<file path="src/verilog/spi_pkg.sv">
// Constants and types shared by the serial peripheral controller
package spi_pkg;

  // Register indices; byte address is four times the index
  localparam logic [7:0] IDX_CONFIG = 8'ha1;
  localparam logic [7:0] IDX_MODE = 8'ha2;
  localparam logic [7:0] IDX_STATUS = 8'ha3;
  localparam logic [7:0] IDX_DATA = 8'ha4;
  localparam int unsigned ADDR_W = 12;
  localparam logic [11:0] ADDR_CONFIG = {2'h0, IDX_CONFIG, 2'h0};
  localparam logic [11:0] ADDR_MODE = {2'h0, IDX_MODE, 2'h0};
  localparam logic [11:0] ADDR_STATUS = {2'h0, IDX_STATUS, 2'h0};
  localparam logic [11:0] ADDR_DATA = {2'h0, IDX_DATA, 2'h0};

  // spi_configuration fields
  localparam int CFG_IRQ_EN = 7;
  localparam int CFG_PORT_EN = 6;
  localparam int CFG_MASTER = 5;
  localparam int CFG_CPOL = 4;
  localparam int CFG_CPHA = 3;
  localparam int CFG_SAMPLE_EDGE = 2;
  localparam int CFG_DATA_CLK_FILT = 1;
  localparam int CFG_SELECT_FILT = 0;
  localparam logic [7:0] CONFIG_RESET = 8'h20;

  // spi_mode_control fields
  localparam int MODE_THR_HI = 7;
  localparam int MODE_THR_LO = 6;
  localparam int MODE_FLUSH = 5;
  localparam int MODE_DIV_HI = 3;
  localparam int MODE_DIV_LO = 1;
  localparam int MODE_DIR = 0;
  localparam logic [7:0] MODE_RESET = 8'h00;
  localparam logic [7:0] MODE_STORE_MASK = 8'hcf;

  // spi_status_flags fields
  localparam int ST_DONE = 7;
  localparam int ST_RX_OVR = 6;
  localparam int ST_TX_OVR = 5;
  localparam int ST_TX_UDR = 4;
  localparam int ST_RX_FULL = 3;
  localparam int ST_RX_EMPTY = 2;
  localparam int ST_TX_FULL = 1;
  localparam int ST_TX_EMPTY = 0;

  // FIFO geometry
  localparam int FIFO_DEPTH = 4;
  localparam int PTR_W = 3;
  localparam logic [2:0] FIFO_FULL_COUNT = 3'h4;

  // Half periods of the master serial clock, in system clocks, per divider code
  localparam logic [7:0] HALF_PERIOD [8] = '{8'h02, 8'h03, 8'h04, 8'h08,
                                             8'h0b, 8'h20, 8'h40, 8'h80};
  localparam logic [3:0] LAST_BIT = 4'h7;
  localparam logic [4:0] EDGES_PER_BYTE = 5'h10;

  // Filter pins: sck, data in, select; reset levels
  localparam logic [2:0] PIN_RESET = 3'h4;

  localparam logic [1:0] RESP_OKAY = 2'h0;
  localparam logic [1:0] RESP_SLVERR = 2'h2;

  typedef enum {MS_IDLE, MS_RUN} masterState_type;

endpackage

</file>
<file path="src/verilog/spi_master_slave_fifo.sv">
// Serial peripheral controller, master or slave, with byte FIFOs and AXI4-Lite registers
`timescale 1ns/100ps

// Overview of operation
// - Separate four-byte FIFOs hold transmit bytes and received bytes.
// - Active-low select is honoured only in slave operation.
// - Serial clock never exceeds a quarter of the system clock.
// - Port enable bit gates the interface; clearing it wipes the event flags.
// - Sample edge bit picks rising (set) or falling (clear) master sampling.
// - Slave sample and shift edges follow polarity and phase.
// - Threshold field sets completion after one to four bytes.
// - Writing the flush bit empties both FIFOs.
// - Divider field picks system clock over 4,6,8,16,22,64,128,256.
// - Bit order zero shifts least significant bit first.
// - Completion flag set by hardware, cleared by zero write or disable.
// - Byte arriving with receive FIFO full sets receive overrun.
// - Data write with transmit FIFO full sets transmit overrun.
// - Transfer starting with transmit FIFO empty sets underrun.
// - Status shows live full and empty of both FIFOs.
// - Data port read pops receive FIFO, write pushes transmit FIFO.
module spi_master_slave_fifo (
  // Clock and reset
  input wire logic sys_clk,
  input wire logic srst,
  // AXI4-Lite write
  input wire logic [11:0] awaddr,
  input wire logic awvalid,
  output logic awready,
  input wire logic [31:0] wdata,
  input wire logic [3:0] wstrb,
  input wire logic wvalid,
  output logic wready,
  output logic [1:0] bresp,
  output logic bvalid,
  input wire logic bready,
  // AXI4-Lite read
  input wire logic [11:0] araddr,
  input wire logic arvalid,
  output logic arready,
  output logic [31:0] rdata,
  output logic [1:0] rresp,
  output logic rvalid,
  input wire logic rready,
  // Serial clock
  input wire logic sckIn,
  output logic sckOut,
  output logic sckOe,
  // Master out, slave in
  input wire logic mosiIn,
  output logic mosiOut,
  output logic mosiOe,
  // Master in, slave out
  input wire logic misoIn,
  output logic misoOut,
  output logic misoOe,
  // Slave select
  input wire logic selectN,
  // Interrupt
  output logic spiIrq
);

  logic [7:0] cfgQ;
  logic [7:0] modeQ;
  logic doneQ, rxOvrQ, txOvrQ, txUdrQ;
  logic portEn, isMaster, msbFirst;
  logic [1:0] threshold;
  logic [2:0] divSel;

  // Bus channel holding registers
  logic awHeldQ, wHeldQ;
  logic [11:0] awAddrQ;
  logic [7:0] wDataQ;
  logic wStrbQ;
  logic bvalidQ, rvalidQ;
  logic [1:0] brespQ, rrespQ;
  logic [7:0] rdataQ;
  logic wrEn, arTake, mapped;

  // FIFOs
  logic [7:0] txMem [spi_pkg::FIFO_DEPTH];
  logic [7:0] rxMem [spi_pkg::FIFO_DEPTH];
  logic [spi_pkg::PTR_W-1:0] txWrQ, txRdQ, rxWrQ, rxRdQ;
  logic [spi_pkg::PTR_W-1:0] txCount, rxCount;
  logic txFull, txEmpty, rxFull, rxEmpty;
  logic flush, txPush, txPop, rxPush, rxPop;

  // Pin conditioning
  logic [2:0] pinRaw, pinUsed, filtEn;
  logic sckUsed, dinUsed, ssnUsed;
  logic sckPrevQ, selPrevQ, selActive;

  // Shift engine
  spi_pkg::masterState_type mStateQ;
  logic [7:0] halfCntQ;
  logic [4:0] edgeCntQ;
  logic sckQ;
  logic [7:0] txShiftQ, rxShiftQ, rxNext, loadByte;
  logic [3:0] bitCntQ;
  logic [1:0] byteCntQ;
  logic sampleRising, halfDone, masterStart, slaveStart;
  logic sckRise, sckFall, sampleEvt, shiftEvt, byteDone, loadEvt;

  function automatic logic [7:0] reverse8(input logic [7:0] v);
    logic [7:0] r;
    r = '0;
    for (int i = 0; i < 8; i++)
    begin
      r[i] = v[7 - i];
    end
    return r;
  endfunction

  assign portEn = cfgQ[spi_pkg::CFG_PORT_EN];
  assign isMaster = cfgQ[spi_pkg::CFG_MASTER];
  assign msbFirst = modeQ[spi_pkg::MODE_DIR];
  assign threshold = modeQ[spi_pkg::MODE_THR_HI:spi_pkg::MODE_THR_LO];
  assign divSel = modeQ[spi_pkg::MODE_DIV_HI:spi_pkg::MODE_DIV_LO];

  // ---------------- AXI4-Lite slave ----------------
  assign awready = !awHeldQ && !bvalidQ;
  assign wready = !wHeldQ && !bvalidQ;
  assign arready = !rvalidQ;
  assign bvalid = bvalidQ;
  assign bresp = brespQ;
  assign rvalid = rvalidQ;
  assign rresp = rrespQ;
  assign rdata = {24'h000000, rdataQ};
  assign wrEn = awHeldQ && wHeldQ && wStrbQ;
  assign arTake = arvalid && !rvalidQ;

  always_ff @(posedge sys_clk)
  begin
    if (srst)
    begin
      awHeldQ <= 1'b0;
      awAddrQ <= '0;
    end
    else if (awvalid && awready)
    begin
      awHeldQ <= 1'b1;
      awAddrQ <= awaddr;
    end
    else if (awHeldQ && wHeldQ)
    begin
      awHeldQ <= 1'b0;
    end
  end

  always_ff @(posedge sys_clk)
  begin
    if (srst)
    begin
      wHeldQ <= 1'b0;
      wDataQ <= '0;
      wStrbQ <= 1'b0;
    end
    else if (wvalid && wready)
    begin
      wHeldQ <= 1'b1;
      wDataQ <= wdata[7:0];
      wStrbQ <= wstrb[0];
    end
    else if (awHeldQ && wHeldQ)
    begin
      wHeldQ <= 1'b0;
    end
  end

  always_comb
  begin
    unique case (awAddrQ)
      spi_pkg::ADDR_CONFIG, spi_pkg::ADDR_MODE, spi_pkg::ADDR_STATUS, spi_pkg::ADDR_DATA:
        mapped = 1'b1;
      default:
        mapped = 1'b0;
    endcase
  end

  always_ff @(posedge sys_clk)
  begin
    if (srst)
    begin
      bvalidQ <= 1'b0;
      brespQ <= spi_pkg::RESP_OKAY;
    end
    else if (awHeldQ && wHeldQ)
    begin
      bvalidQ <= 1'b1;
      brespQ <= mapped ? spi_pkg::RESP_OKAY : spi_pkg::RESP_SLVERR;
    end
    else if (bready)
    begin
      bvalidQ <= 1'b0;
    end
  end

  always_ff @(posedge sys_clk)
  begin
    if (srst)
    begin
      rvalidQ <= 1'b0;
      rrespQ <= spi_pkg::RESP_OKAY;
      rdataQ <= '0;
    end
    else if (arTake)
    begin
      rvalidQ <= 1'b1;
      rrespQ <= spi_pkg::RESP_OKAY;
      unique case (araddr)
        spi_pkg::ADDR_CONFIG:
          rdataQ <= cfgQ;
        spi_pkg::ADDR_MODE:
          rdataQ <= modeQ;
        spi_pkg::ADDR_STATUS:
          rdataQ <= {doneQ, rxOvrQ, txOvrQ, txUdrQ, rxFull, rxEmpty, txFull, txEmpty};
        spi_pkg::ADDR_DATA:
          rdataQ <= rxEmpty ? 8'h00 : rxMem[rxRdQ[1:0]];
        default:
        begin
          rdataQ <= 8'h00;
          rrespQ <= spi_pkg::RESP_SLVERR;
        end
      endcase
    end
    else if (rready)
    begin
      rvalidQ <= 1'b0;
    end
  end

  // ---------------- Registers ----------------
  always_ff @(posedge sys_clk)
  begin
    if (srst)
      cfgQ <= spi_pkg::CONFIG_RESET;
    else if (wrEn && awAddrQ == spi_pkg::ADDR_CONFIG)
      cfgQ <= wDataQ;
  end

  always_ff @(posedge sys_clk)
  begin
    if (srst)
      modeQ <= spi_pkg::MODE_RESET;
    else if (wrEn && awAddrQ == spi_pkg::ADDR_MODE)
      modeQ <= wDataQ & spi_pkg::MODE_STORE_MASK;
  end

  assign flush = wrEn && awAddrQ == spi_pkg::ADDR_MODE && wDataQ[spi_pkg::MODE_FLUSH];

  // Flags: set wins over a zero write; disable clears all
  logic stWr;
  assign stWr = wrEn && awAddrQ == spi_pkg::ADDR_STATUS;

  always_ff @(posedge sys_clk)
  begin
    if (srst || !portEn)
    begin
      doneQ <= 1'b0;
      rxOvrQ <= 1'b0;
      txOvrQ <= 1'b0;
      txUdrQ <= 1'b0;
    end
    else
    begin
      if (byteDone && byteCntQ == threshold)
        doneQ <= 1'b1;
      else if (stWr && !wDataQ[spi_pkg::ST_DONE])
        doneQ <= 1'b0;
      if (byteDone && rxFull)
        rxOvrQ <= 1'b1;
      else if (stWr && !wDataQ[spi_pkg::ST_RX_OVR])
        rxOvrQ <= 1'b0;
      if (wrEn && awAddrQ == spi_pkg::ADDR_DATA && txFull)
        txOvrQ <= 1'b1;
      else if (stWr && !wDataQ[spi_pkg::ST_TX_OVR])
        txOvrQ <= 1'b0;
      if (slaveStart && txEmpty)
        txUdrQ <= 1'b1;
      else if (stWr && !wDataQ[spi_pkg::ST_TX_UDR])
        txUdrQ <= 1'b0;
    end
  end

  assign spiIrq = cfgQ[spi_pkg::CFG_IRQ_EN] && (doneQ || rxOvrQ || txOvrQ || txUdrQ);

  // Bytes completed towards the threshold
  always_ff @(posedge sys_clk)
  begin
    if (srst || !portEn || flush)
      byteCntQ <= 2'h0;
    else if (byteDone)
      byteCntQ <= (byteCntQ == threshold) ? 2'h0 : byteCntQ + 2'h1;
  end

  // ---------------- FIFOs ----------------
  assign txCount = txWrQ - txRdQ;
  assign rxCount = rxWrQ - rxRdQ;
  assign txFull = txCount == spi_pkg::FIFO_FULL_COUNT;
  assign txEmpty = txCount == '0;
  assign rxFull = rxCount == spi_pkg::FIFO_FULL_COUNT;
  assign rxEmpty = rxCount == '0;
  assign txPush = wrEn && awAddrQ == spi_pkg::ADDR_DATA && !txFull;
  assign txPop = loadEvt && !txEmpty;
  assign rxPush = byteDone && !rxFull;
  assign rxPop = arTake && araddr == spi_pkg::ADDR_DATA && !rxEmpty;

  always_ff @(posedge sys_clk)
  begin
    if (srst || flush)
      txWrQ <= '0;
    else if (txPush)
      txWrQ <= txWrQ + 3'h1;
  end

  always_ff @(posedge sys_clk)
  begin
    if (srst || flush)
      txRdQ <= '0;
    else if (txPop)
      txRdQ <= txRdQ + 3'h1;
  end

  always_ff @(posedge sys_clk)
  begin
    if (srst || flush)
      rxWrQ <= '0;
    else if (rxPush)
      rxWrQ <= rxWrQ + 3'h1;
  end

  always_ff @(posedge sys_clk)
  begin
    if (srst || flush)
      rxRdQ <= '0;
    else if (rxPop)
      rxRdQ <= rxRdQ + 3'h1;
  end

  always_ff @(posedge sys_clk)
  begin
    if (txPush)
      txMem[txWrQ[1:0]] <= wDataQ;
    if (rxPush)
      rxMem[rxWrQ[1:0]] <= rxNext;
  end

  // ---------------- Pin filters ----------------
  assign pinRaw = {selectN, isMaster ? misoIn : mosiIn, sckIn};
  assign filtEn = {cfgQ[spi_pkg::CFG_SELECT_FILT], {2{cfgQ[spi_pkg::CFG_DATA_CLK_FILT]}}};

  genvar g;
  for (g = 0; g < 3; g++)
  begin : gFilter
    logic rawQ, prevQ, filtQ;
    always_ff @(posedge sys_clk)
    begin
      if (srst)
      begin
        rawQ <= spi_pkg::PIN_RESET[g];
        prevQ <= spi_pkg::PIN_RESET[g];
        filtQ <= spi_pkg::PIN_RESET[g];
      end
      else
      begin
        rawQ <= pinRaw[g];
        prevQ <= rawQ;
        if (rawQ == prevQ)
          filtQ <= prevQ;
      end
    end
    assign pinUsed[g] = filtEn[g] ? filtQ : rawQ;
  end

  assign sckUsed = pinUsed[0];
  assign dinUsed = pinUsed[1];
  assign ssnUsed = pinUsed[2];
  assign selActive = portEn && !isMaster && !ssnUsed;

  always_ff @(posedge sys_clk)
  begin
    if (srst)
    begin
      sckPrevQ <= 1'b0;
      selPrevQ <= 1'b0;
    end
    else
    begin
      sckPrevQ <= sckUsed;
      selPrevQ <= selActive;
    end
  end

  // ---------------- Master clock generator ----------------
  assign halfDone = halfCntQ == spi_pkg::HALF_PERIOD[divSel] - 8'h01;
  assign masterStart = mStateQ == spi_pkg::MS_IDLE && portEn && isMaster && !txEmpty;

  always_ff @(posedge sys_clk)
  begin
    if (srst || !portEn || !isMaster)
    begin
      mStateQ <= spi_pkg::MS_IDLE;
      halfCntQ <= '0;
      edgeCntQ <= '0;
      sckQ <= cfgQ[spi_pkg::CFG_CPOL];
    end
    else
    begin
      unique case (mStateQ)
        spi_pkg::MS_IDLE:
        begin
          sckQ <= cfgQ[spi_pkg::CFG_CPOL];
          halfCntQ <= '0;
          edgeCntQ <= '0;
          if (masterStart)
            mStateQ <= spi_pkg::MS_RUN;
        end
        spi_pkg::MS_RUN:
        begin
          halfCntQ <= halfDone ? 8'h00 : halfCntQ + 8'h01;
          if (halfDone)
          begin
            sckQ <= !sckQ;
            edgeCntQ <= edgeCntQ + 5'h01;
            if (edgeCntQ == spi_pkg::EDGES_PER_BYTE - 5'h01)
              mStateQ <= spi_pkg::MS_IDLE;
          end
        end
      endcase
    end
  end

  // ---------------- Edge events ----------------
  // Master: sample edge from config; slave: from polarity and phase
  assign sampleRising = isMaster ? cfgQ[spi_pkg::CFG_SAMPLE_EDGE]
                               : cfgQ[spi_pkg::CFG_CPOL] == cfgQ[spi_pkg::CFG_CPHA];
  always_comb
  begin
    if (isMaster)
    begin
      sckRise = mStateQ == spi_pkg::MS_RUN && halfDone && !sckQ;
      sckFall = mStateQ == spi_pkg::MS_RUN && halfDone && sckQ;
    end
    else
    begin
      sckRise = selActive && sckUsed && !sckPrevQ;
      sckFall = selActive && !sckUsed && sckPrevQ;
    end
  end

  assign sampleEvt = sampleRising ? sckRise : sckFall;
  assign shiftEvt = sampleRising ? sckFall : sckRise;
  assign byteDone = sampleEvt && bitCntQ == spi_pkg::LAST_BIT;
  assign slaveStart = (selActive && !selPrevQ) || (selActive && byteDone);
  assign loadEvt = masterStart || slaveStart;
  assign loadByte = txEmpty ? 8'h00 : txMem[txRdQ[1:0]];
  // Received byte always enters at bit 0; reversed for least-first order
  assign rxNext = msbFirst ? {rxShiftQ[6:0], dinUsed}
                           : reverse8({rxShiftQ[6:0], dinUsed});

  // ---------------- Shift registers ----------------
  always_ff @(posedge sys_clk)
  begin
    if (srst || !portEn)
    begin
      txShiftQ <= '0;
      rxShiftQ <= '0;
      bitCntQ <= '0;
    end
    else if (!isMaster && !selActive)
    begin
      bitCntQ <= '0;
    end
    else
    begin
      if (loadEvt)
        txShiftQ <= msbFirst ? loadByte : reverse8(loadByte);
      else if (shiftEvt && bitCntQ != 4'h0)
        txShiftQ <= {txShiftQ[6:0], 1'b0};
      if (loadEvt)
        bitCntQ <= '0;
      else if (sampleEvt)
      begin
        rxShiftQ <= {rxShiftQ[6:0], dinUsed};
        bitCntQ <= bitCntQ + 4'h1;
      end
    end
  end

  // ---------------- Pins ----------------
  assign sckOut = sckQ;
  assign sckOe = portEn && isMaster;
  assign mosiOut = txShiftQ[7];
  assign mosiOe = portEn && isMaster;
  assign misoOut = txShiftQ[7];
  assign misoOe = selActive;

endmodule // spi_master_slave_fifo

</file>
<file path="config.mk">
export PLATFORM = sky130hd
export DESIGN_NAME = spi_master_slave_fifo
export DESIGN_NICKNAME = d
export VERILOG_FILES = /design/src/verilog/spi_pkg.sv /design/src/verilog/spi_master_slave_fifo.sv
export SDC_FILE = /design/constraint.sdc
export NUM_CORES = 1
export LEC_CHECK = 0
export ABC_AREA = 1
export BUFFER_PORTS_ARGS = -buffer_cell sky130_fd_sc_hd__buf_2
export CAP_MARGIN = 10
export CORE_AREA = 2 2 170 172
export DETAILED_ROUTE_END_ITERATION = 10
export DIE_AREA = 0 0 172 174
export GPL_TIMING_DRIVEN = 0
export SKIP_CTS_REPAIR_TIMING = 1
export SYNTH_ARGS = -nofsm -noshare
export SYNTH_HDL_FRONTEND = slang
export SYNTH_SLANG_ARGS = --single-unit
</file>
<file path="constraint.sdc">
create_clock -name sys_clk -period 2.58 [get_ports sys_clk]
set_clock_uncertainty 0.1 [all_clocks]
set_input_delay 0.516 -clock sys_clk [delete_from_list [all_inputs] [get_ports sys_clk]]
set_output_delay 0.516 -clock sys_clk [all_outputs]
set_load 0.02 [all_outputs]
</file>
* After elaboration in Yosys (flattened, before gate mapping) *
Memories as Yosys holds them, arrays and structs flattened. A register that Yosys moved wholly into a read port is not among the register bits.
Cells that the tools add are included.

operators by class
  mux-type cells = 56
  bitwise gates (word level) = 3
  $add $sub $neg = 11
  magnitude comparators = 1
  reduce and logical (&&, ||, !) cells = 93
  equality and inequality tests = 24

operators with widths
  operator              count
  $eq 12x10->1 const B  8
  $mux 32               3
  $mux 8                9
  $logic_not 32->1      2
  $pmux 32 s2           1
  $logic_and 1x1->1     44
  $eq 32x1->1 const B   1
  $eq 32x2->1 const B   1
  $pmux 8 s4            1
  $mux 1                31
  $logic_not 1->1       20
  $reduce_bool 2->1     9
  $pmux 8 s2            1
  $mux 2                7
  $add 3x1->3 const B   4
  $pmux 5 s2            1
  $logic_or 1x1->1      9
  $add 8x1->8 const B   1
  $eq 8x8->1            1
  $reduce_or 4->1       2
  $sub 8x1->8 const B   1
  $eq 3x3->1 const B    2
  $logic_not 3->1       2
  $ne 2x2->1 const B    3
  other kinds (18)      24

storage, ports and cells
  flip-flop bits (word level) = 145
  RAM bits = 64
  input bits = 71
  ROM bits = 64
  output and inout bits = 48
  memories = 3

memory list
  name              words  width  rd ports  clocked after Yosys merged registers in  wr ports  RTL line                      RTL
  (name not given)  8      8      1         0                                        0         spi_master_slave_fifo.sv:394  assign halfDone = halfCntQ == spi_pkg::HALF_PERIOD[divSel] - 8'h01;
  rxMem             4      8      1         1                                        1         spi_master_slave_fifo.sv:81   logic [7:0] rxMem [spi_pkg::FIFO_DEPTH];
  txMem             4      8      1         1                                        1         spi_master_slave_fifo.sv:80   logic [7:0] txMem [spi_pkg::FIFO_DEPTH];

* Longest topological paths before layout *
Gate-level depths: netlist of the first run.

  depth in word-level cells = 17
  depth in mapped cells = 22
  mapped depth without buffers = 20

* Least setup slack after synthesis of the first run *
No wires, ideal clock.

  path type = register -> register
  start point = register modeQ[3]
  end point = memory rxMem[0][0] (enable)
  clock period less this slack = 2.754 ns
  slack = -0.174 ns
  setup time = 0.371 ns
  arrival = 2.283 ns
  cell stages (with the launch flop) = 17
  cell sequence = dfxtp_1 -> buf_6 -> nand2_2 -> nand3_2 -> ha_1 -> nor2_1 -> nor2_1 -> nand2_1 -> nor2_1 -> nand2_2 -> nor2_4 -> nand4_2 -> nand3_2 -> and2_4 -> buf_8 -> nand3b_4 -> nor2_1

on the way
  cells in the longest elaborated chain, start to end = 14
  elaborated cells on any way between the ends = 16

ends and longest elaborated chain
  item                                         RTL line                                                    RTL
  start: declaration                           spi_master_slave_fifo.sv:63                                 logic [7:0] modeQ;
  start signal: assignment                     spi_master_slave_fifo.sv:243                                modeQ <= spi_pkg::MODE_RESET;
  start signal: assignment                     spi_master_slave_fifo.sv:245                                modeQ <= wDataQ & spi_pkg::MODE_STORE_MASK;
  $not 3->4 (not written as such) *            spi_master_slave_fifo.sv:394
  $mem_v2 8x8 *                                n/a
  $mux 8 (not written as such) * (2 in a row)  spi_master_slave_fifo.sv:394
  $sub 8x1->8 *                                spi_master_slave_fifo.sv:394
  $eq 8x8->1 *                                 spi_master_slave_fifo.sv:394
  $logic_and 1x1->1 *                          spi_master_slave_fifo.sv:440, spi_master_slave_fifo.sv:441
  $logic_and 1x1->1, on equally long branches  spi_master_slave_fifo.sv:441, spi_master_slave_fifo.sv:440
  $mux 1                                       spi_master_slave_fifo.sv:438                                if (isMaster)
  $mux 1 *                                     spi_master_slave_fifo.sv:450                                assign sampleEvt = sampleRising ? sckRise : sckFall;
  $logic_and 1x1->1 *                          spi_master_slave_fifo.sv:452                                assign byteDone = sampleEvt && bitCntQ == spi_pkg::LAST_BIT;
  $logic_and 1x1->1 *                          spi_master_slave_fifo.sv:304                                assign rxPush = byteDone && !rxFull;
  $mux 1 *                                     spi_master_slave_fifo.sv:343                                if (rxPush)
  $mux 1 (not written as such) *               spi_master_slave_fifo.sv:344                                rxMem[rxWrQ[1:0]] <= rxNext;
  end: declaration                             spi_master_slave_fifo.sv:81

Mark *: on every way between the ends. The rest lies on a longest branch, timed or not. The select of a mux whose other input is x is not followed.

* Worst setup path after layout of the first run *
  start point = register modeQ[3]
  end point = memory rxMem[2][1] (enable)

Same word-level chain as after synthesis.

==> results of run 1 <==
-- how the worst max path moves through the flow --
stage / from / slack [ns] / end
floorplan: modeQ[3]$_SDFFE_PP0P_ / -0.05 / rxMem[0][0]$_DFFE_PP_
global placement: modeQ[1]$_SDFFE_PP0P_ / -0.50 / rxMem[0][2]$_DFFE_PP_
detailed placement: modeQ[1]$_SDFFE_PP0P_ / -0.52 / rxMem[0][2]$_DFFE_PP_
CTS: modeQ[1]$_SDFFE_PP0P_ / -0.54 / rxMem[0][1]$_DFFE_PP_
global route: modeQ[3]$_SDFFE_PP0P_ / -0.41 / rxMem[2][1]$_DFFE_PP_
finish: modeQ[3]$_SDFFE_PP0P_ / -0.26 / rxMem[2][1]$_DFFE_PP_
-- flip-flops by register name, indices dropped and copies added (netlist names), 4 cells and up, named ones only --
| signal | cells |
|---|---|
| txMem | 32 |
| wDataQ | 8 |
| edgeCntQ | 5 |
| rdataQ | 8 |
| halfCntQ | 8 |
| txShiftQ | 8 |
| awAddrQ | 12 |
| rxShiftQ | 7 |
| cfgQ | 8 |
| modeQ | 6 |
| bitCntQ | 4 |
| rxMem | 32 |
-- worst reg2reg max path, cell delays in order (launching register included) --
cell      delay [ns]
dfxtp_2         0.32
buf_6           0.13
nand2_4         0.10
nand2_1         0.09
ha_4            0.28
nor2_2          0.03
nor2_1          0.08
nand2_1         0.06
nor2_1          0.12
nand2_2         0.09
nor2_4          0.13
nand4_2         0.11
nand3_2         0.11
and2_4          0.15
buf_12          0.11
nand3b_4        0.17
nor2_4          0.34
-- area by class of cell --
class / count / area, um^2 / area share [%]
flip-flops and latches: 180 / 4260 / 42.3
clock buffers: 18 / 429 / 4.26
inverters: 110 / 422 / 4.19
plain buffers: 60 / 379 / 3.77
repair buffers: 77 / 455 / 4.52
clock inverters: 14 / 158 / 1.57
multi-input cells: 662 / 3490 / 34.6
well taps: 384 / 480 / 4.77
-- metal layers --
layer	up-vias	track usage, %	share of wire [%]
li1	3489	-	-
met1	3150	18.7	47
met2	161	23.4	47
met3	23	2.66	4.8
met4	0	4.69	1.6
met5	-	0	0
-- power by group through the flow --
stage	logic [mW]	registers [mW]	clock network (mW)
4_1_cts	0.313	3.03	2.62
3_3_place_gp	0.309	3.10	0
5_1_grt	0.350	3.04	2.74
3_5_place_dp	0.312	3.10	0
2_1_floorplan	0.196	3.09	0
6_report	0.313	3.03	2.57
-- stage by stage --
stage	hold WS, ns	setup TNS, ns	instances
final	0.168	-8.96	1505
after global routing	0.160	-21.66	1505
after detailed placement	0.350	-18.06	1460
after floorplan	0.331	-1.14	1012
after CTS	0.155	-19.66	1492
after global placement	0.337	-16.16	1460
-- cells in the final DEF (no fill, tap or decap), types with 13 or more instances in the layout --
| cell type | Yosys | final |
|---|---|---|
| nor2_1 | 164 | 155 |
| nand2_1 | 145 | 145 |
| dfxtp_1 | 115 | 113 |
| inv_1 | 103 | 102 |
| o21ai_0 | 93 | 93 |
| buf_2 | 4 | 68 |
| edfxtp_1 | 65 | 65 |
| a21oi_1 | 49 | 49 |
| buf_4 | 30 | 40 |
| nand3_1 | 37 | 37 |
| conb_1 | 1 | 26 |
| clkbuf_1 | 22 | 22 |
| ha_1 | 20 | 19 |
| clkbuf_16 | 0 | 17 |
| a211oi_1 | 14 | 14 |
| nor3_1 | 13 | 13 |
| nand4_1 | 13 | 13 |
-- logic make-up (layout without fill, tap and decap cells) --
family          after synthesis  in the layout  synth area share [%]
fa+ha+maj                    20             20                  2.99
flops                       180            180                  50.9
buf+inv                     170            279                  9.43
xor+xnor                     12             12                  1.35
other cells                   1             26                0.0449
compound gates              189            189                  12.8
simple gates                415            415                  22.5
==> results by group, run 1 <==
Power and ir drop
  • Max rail drop VDD: 0.407 mV
  • Switching pwr: 1.45 mW
  • Pwr/cell area: 588 nW/um^2
  • Gate power share: 5.3%
  • Power, Total: 5.92 mW
  • Reg power frac: 51.2%
  • Sw Share: approximately a quarter
  • Leakage: approximately 4.0 nW
  • Cell Int Power: between 4 and 5 mW
  • Clock Power Share: approximately 44%

Worst hold path
  • Hold depth: 2
  • End of the worst hold path: gFilter[2].rawQ$_SDFF_PP1_
  • Min-delay src: selectN
  • Min-delay worst type: in -> reg

Timing
  • Slew @ Worst Pin: ~0.71 ns
  • Tmin final: 2.84 ns
  • Final Max Tran Viols: 0
  • RSZ-0062 raised after global routing: yes
  • Max Fclk: around 350 MHz
  • Setup WS post-layout: -0.257 ns
  • Final worst path period share: 110%
  • Setup violations, final: 66
  • Fin. Hold Viols: 0
  • Relative slew slack: ~52%

Setup path
  • WP data required: between 2 and 3 ns
  • CP peak stage delay: 0.34 ns
  • WP data arrival: ~2.9 ns
  • Reg-to-reg endpoint: rxMem[2][1]$_DFFE_PP_
  • Critical-path maximum fanout: 8
  • Depth of the worst register-to-register path: 16
  • Delay-heaviest family, CP: simple AND/OR/NAND/NOR gates
  • R2R Setup Slk: -0.26 ns
  • Worst Setup Path Type: reg -> reg
  • Cell count along the critical path: 16
  • Worst flop-to-flop path startpoint: modeQ[3]$_SDFFE_PP0P_
  • Worst Path Buf+Inv: 2
  • CP endpoint kind: register
  • Critical path cell sequence: buf_6 -> nand2_4 -> nand2_1 -> ha_4 -> nor2_2 -> nor2_1 -> nand2_1 -> nor2_1 -> nand2_2 -> nor2_4 -> nand4_2 -> nand3_2 -> and2_4 -> buf_12 -> nand3b_4 -> nor2_4
  • CP max stage cell: nor2_4
  • Worst setup SP type: register

Floorplan
  • Die height: about 170 um
  • DIE AREA: 29900 um^2
  • I/O pin cnt: 119
  • DIE WIDTH: around 170 um
  • Starting density of the core: between 20% and 30%
  • Rows: 62
  • Core area: 28200 um^2

Outcome
  • Outcome: complete, but fails checks
  • Failing checks: negative setup slack

CTS
  • Clock transition at path regs: around 0.07 ns
  • Number of CTS-inserted buffers: 17
  • Worst-Skew Late Latency: 0.43 ns
  • TritonCTS clock tree: yes
  • TritonCTS Sinks: 180
  • Max Root-Sink Buffers: 2
  • CTS root buf: clkbuf_16
  • Htree depth: 4

Route
  • Vias: about 6800
  • DRT Wirelength: slightly above 20000 um
  • Antenna-violating nets left: 0
  • Via/cell ratio: about 4.5
  • Initial drt markers: 415
  • DR pass1 iterations: 5
  • Post-route DRC: 0
  • Routed len/inst: approximately 14 um

Global routing
  • Total GRT Usage: between 10 and 15%
  • Number of global-route vias before repair: ~6400
  • First-pass GRT wire length: ~33000 um
  • Number of antenna violations at the first check in global routing: 0
  • Largest net degree at the start of global routing: 19
  • Total grt overflow: 0

Yosys
  • Synth area leaders: dfxtp_1, edfxtp_1, nor2_1, nand2_1, o21ai_0
  • Post-synth top area share: about 28%
  • Ys async rst share: 0%
  • Cells after synthesis: 987
  • Mapped Avg Cell Area: around 8.5 um^2
  • Synth warnings: 0
  • Seq/Total Area, Yosys: between 50% and 60%
  • Area leader, netlist: dfxtp_1
  • Post-synth EDFFs: 65
  • Commonest cells post-synth: nor2_1, nand2_1, dfxtp_1
  • Synth Register Bits: 180
  • Cell with the most instances after synthesis: nor2_1
  • Mapped Area: about 8400 um^2
  • Most used DFF post-synth: dfxtp_1
  • Distinct cell type count after synthesis: ~50

Placement
  • RD Place Congestion: about 0.83
  • Setup Slack @ Placement: -0.524 ns
  • Post-DP HPWL: 15500 um
  • Dpl cell area: around 9300 um^2
  • Number of buffers added on ports: between 60 and 70

Final layout
  • Post-layout util: 35.7%
  • Fin area: 10100 um^2
  • Area grow syn2layout: 20.5%
  • FILL cells: ~3000
  • Share of cells above drive strength 1: around 18%
  • Antenna cells: 0
  • Nets: 1199

Flow run
  • Max_cap viols: 0
Note: power is estimated with default switching activity, not from simulation.
==> run 2: changes to the inputs <==
--- a/config.mk
+++ b/config.mk
@@ -12,6 +12,7 @@
 export DETAILED_ROUTE_END_ITERATION = 10
 export DIE_AREA = 0 0 172 174
 export GPL_TIMING_DRIVEN = 0
+export PLACE_DENSITY = 0.61
 export SKIP_CTS_REPAIR_TIMING = 1
 export SYNTH_ARGS = -nofsm -noshare
 export SYNTH_HDL_FRONTEND = slang
==> run 2 against run 1 <==
Effect of this change:
- the flow still finishes with violations (negative setup slack)
- design area up 1.4%
- via count up 1.2%
- sequential share of layout area down 0.63 points
- largest cell class unchanged
- largest power group unchanged
==> results by group, run 2 (synthesis gave the netlist of run 1 again) <==
Timing
  • Min Hold Slack: approximately 0.17 ns
  • Final Max Tran Viols: 0
  • RSZ-0062 raised after global routing: yes
  • Relative slew slack: ~55%
  • Tmin final: 2.94 ns
  • Fin. Hold Viols: 0
  • Setup tns final: -13.53 ns
  • Final worst path period share: 114%
  • Slew @ Worst Pin: 0.677 ns
  • Setup violations, final: 66
  • Max Fclk: 341 MHz
  • Setup WS post-layout: -0.356 ns

Power and ir drop
  • Max rail drop VDD: ~0.42 mV
  • Sw Share: roughly a quarter
  • Leakage: 4.09 nW
  • Pwr/cell area: 588 nW/um^2
  • Switching pwr: ~1.5 mW
  • Cell Int Power: around 4.5 mW
  • Gate power share: about 5.2%
  • Clock Power Share: roughly 44%
  • Reg power frac: about half

Final layout
  • FILL cells: 2902
  • Area grow syn2layout: 22.2%
  • Most frequent cells in the layout: nor2_1, nand2_1, dfxtp_1
  • Antenna cells: 0
  • Commonest non-fill, non-tap cell in the layout: nor2_1
  • Post-layout util: 36.2%
  • FF/Latch Area: ~4300 um^2
  • Share of cells above drive strength 1: between 10% and 20%
  • Area occupied by multi-input gates: approximately 3500 um^2
  • Nets: about 1200

Worst hold path
  • End of the worst hold path: gFilter[2].rawQ$_SDFF_PP1_
  • Hold depth: 2
  • Min-delay src: selectN
  • Min-delay worst type: in -> reg

Flow run
  • Max_cap viols: 0

Route
  • Vias: 6903
  • DRT Wirelength: around 21000 um
  • Post-route DRC: 0
  • Antenna-violating nets left: 0
  • Initial drt markers: about 540
  • Via/cell ratio: around 4.6
  • Routed len/inst: between 10 and 15 um
  • DR pass1 iterations: 5

Global routing
  • Largest net degree at the start of global routing: 20
  • Number of antenna violations at the first check in global routing: 0
  • Total GRT Usage: between 10% and 20%
  • Total grt overflow: 0
  • Number of global-route vias before repair: 6200
  • First-pass GRT wire length: ~33000 um

Floorplan
  • I/O pin cnt: between 100 and 150
  • Starting density of the core: 29.6%
  • Rows: between 60 and 70
  • DIE AREA: 29900 um^2
  • DIE WIDTH: 172 um
  • Core area: around 28000 um^2
  • Die height: around 170 um

Setup path
  • Critical-path maximum fanout: 7
  • Worst flop-to-flop path startpoint: modeQ[3]$_SDFFE_PP0P_
  • CP peak stage delay: 0.32 ns
  • Delay-heaviest family, CP: simple AND/OR/NAND/NOR gates
  • Worst Setup Path Type: reg -> reg
  • WP data required: 2.64 ns
  • CP max stage cell: dfxtp_2
  • R2R Setup Slk: -0.36 ns
  • Worst setup SP type: register
  • Depth of the worst register-to-register path: 17
  • WP data arrival: around 3.0 ns
  • CP endpoint kind: register
  • Worst Path Buf+Inv: 3
  • Reg-to-reg endpoint: rxMem[3][3]$_DFFE_PP_
  • Cell repeated most along the worst path: nor2_1
  • Critical path cell sequence: buf_6 -> nand2_4 -> nand3_4 -> ha_4 -> nor2_1 -> nor2_1 -> nand2_1 -> nor2_1 -> nand2_2 -> nor2_4 -> nand4_2 -> nand3_2 -> and2_4 -> buf_12 -> nand3b_4 -> nor2_4 -> clkbuf_16

CTS
  • Max Root-Sink Buffers: 2
  • CTS root buf: clkbuf_16
  • Htree depth: 4
  • TritonCTS clock tree: yes
  • Worst-Skew Late Latency: roughly 0.44 ns
  • Number of CTS-inserted buffers: 17
  • TritonCTS Sinks: 180
  • Clock transition at path regs: ~0.070 ns

Placement
  • Setup Slack @ Placement: -0.512 ns
  • Post-DP HPWL: about 15000 um
  • Number of buffers added on ports: 64
  • RD Place Congestion: a little over 0.8

Outcome
  • Outcome: complete, but fails checks
  • Failing checks: negative setup slack
run 2: changes by cell type in the layout (fill, tap and decap cells not counted), moves of 2 or more:
cell and change:
nor2_1 -2, nand2_1 -2, buf_6 +3, nor2_2 +2
buf_4 +2, clkinv_4 +2, clkinv_8 +2, clkinvlp_4 -4
run 2: per-layer routing:
metal,wire length [um],vias up,global-route usage [%]
li1,-,3509,-
met3,976,23,2.57
met5,0,-,0
met4,278,0,3.85
met1,9900,3220,19.7
met2,9960,151,23.0
run 2: through the flow:
step | cell area (um^2) | cells | power [mW]
2_1_floorplan | 8460 | 1012 | 3.29
3_3_place_gp | 9270 | 1460 | 3.41
3_5_place_dp | 9270 | 1460 | 3.41
4_1_cts | 9880 | 1492 | 6.05
5_1_grt | 10200 | 1512 | 6.20
6_report | 10200 | 1512 | 6.01
run 2: worst register-to-register path, stage by stage (launching register included):
cell	delay (ns)
dfxtp_2	0.32
buf_6	0.13
nand2_4	0.11
nand3_4	0.10
ha_4	0.27
nor2_1	0.04
nor2_1	0.08
nand2_1	0.05
nor2_1	0.12
nand2_2	0.09
nor2_4	0.15
nand4_2	0.11
nand3_2	0.13
and2_4	0.16
buf_12	0.11
nand3b_4	0.18
nor2_4	0.24
clkbuf_16	0.18
run 2: how the worst max path moves through the flow:
stage | from | to | slack (ns) | cells after the start
after global routing | modeQ[3]$_SDFFE_PP0P_ | rxMem[3][3]$_DFFE_PP_ | -0.49 | 17
final | modeQ[3]$_SDFFE_PP0P_ | rxMem[3][3]$_DFFE_PP_ | -0.36 | 17
after CTS | modeQ[1]$_SDFFE_PP0P_ | rxMem[1][1]$_DFFE_PP_ | -0.53 | 16
after global placement | modeQ[1]$_SDFFE_PP0P_ | rxMem[0][2]$_DFFE_PP_ | -0.48 | 17
after floorplan | modeQ[3]$_SDFFE_PP0P_ | rxMem[0][0]$_DFFE_PP_ | -0.05 | 16
after detailed placement | modeQ[1]$_SDFFE_PP0P_ | rxMem[1][2]$_DFFE_PP_ | -0.51 | 16
run 2: power groups by stage:
stage,clock network (mW),registers (mW),logic [mW]
after floorplan,0,3.09,0.196
after global placement,0,3.10,0.309
after detailed placement,0,3.10,0.313
after CTS,2.70,3.03,0.314
after global routing,2.81,3.04,0.351
final,2.66,3.03,0.313
run 2: area by class of cell:
type / instances / share of cell area, %
buffer: 60 / 3.75
sequential: 180 / 41.7
tap: 384 / 4.70
timing repair buffer: 84 / 5.34
clock buffer: 17 / 4.17
clock inverter: 15 / 1.83
multi-input combinational: 662 / 34.4
inverter: 110 / 4.09
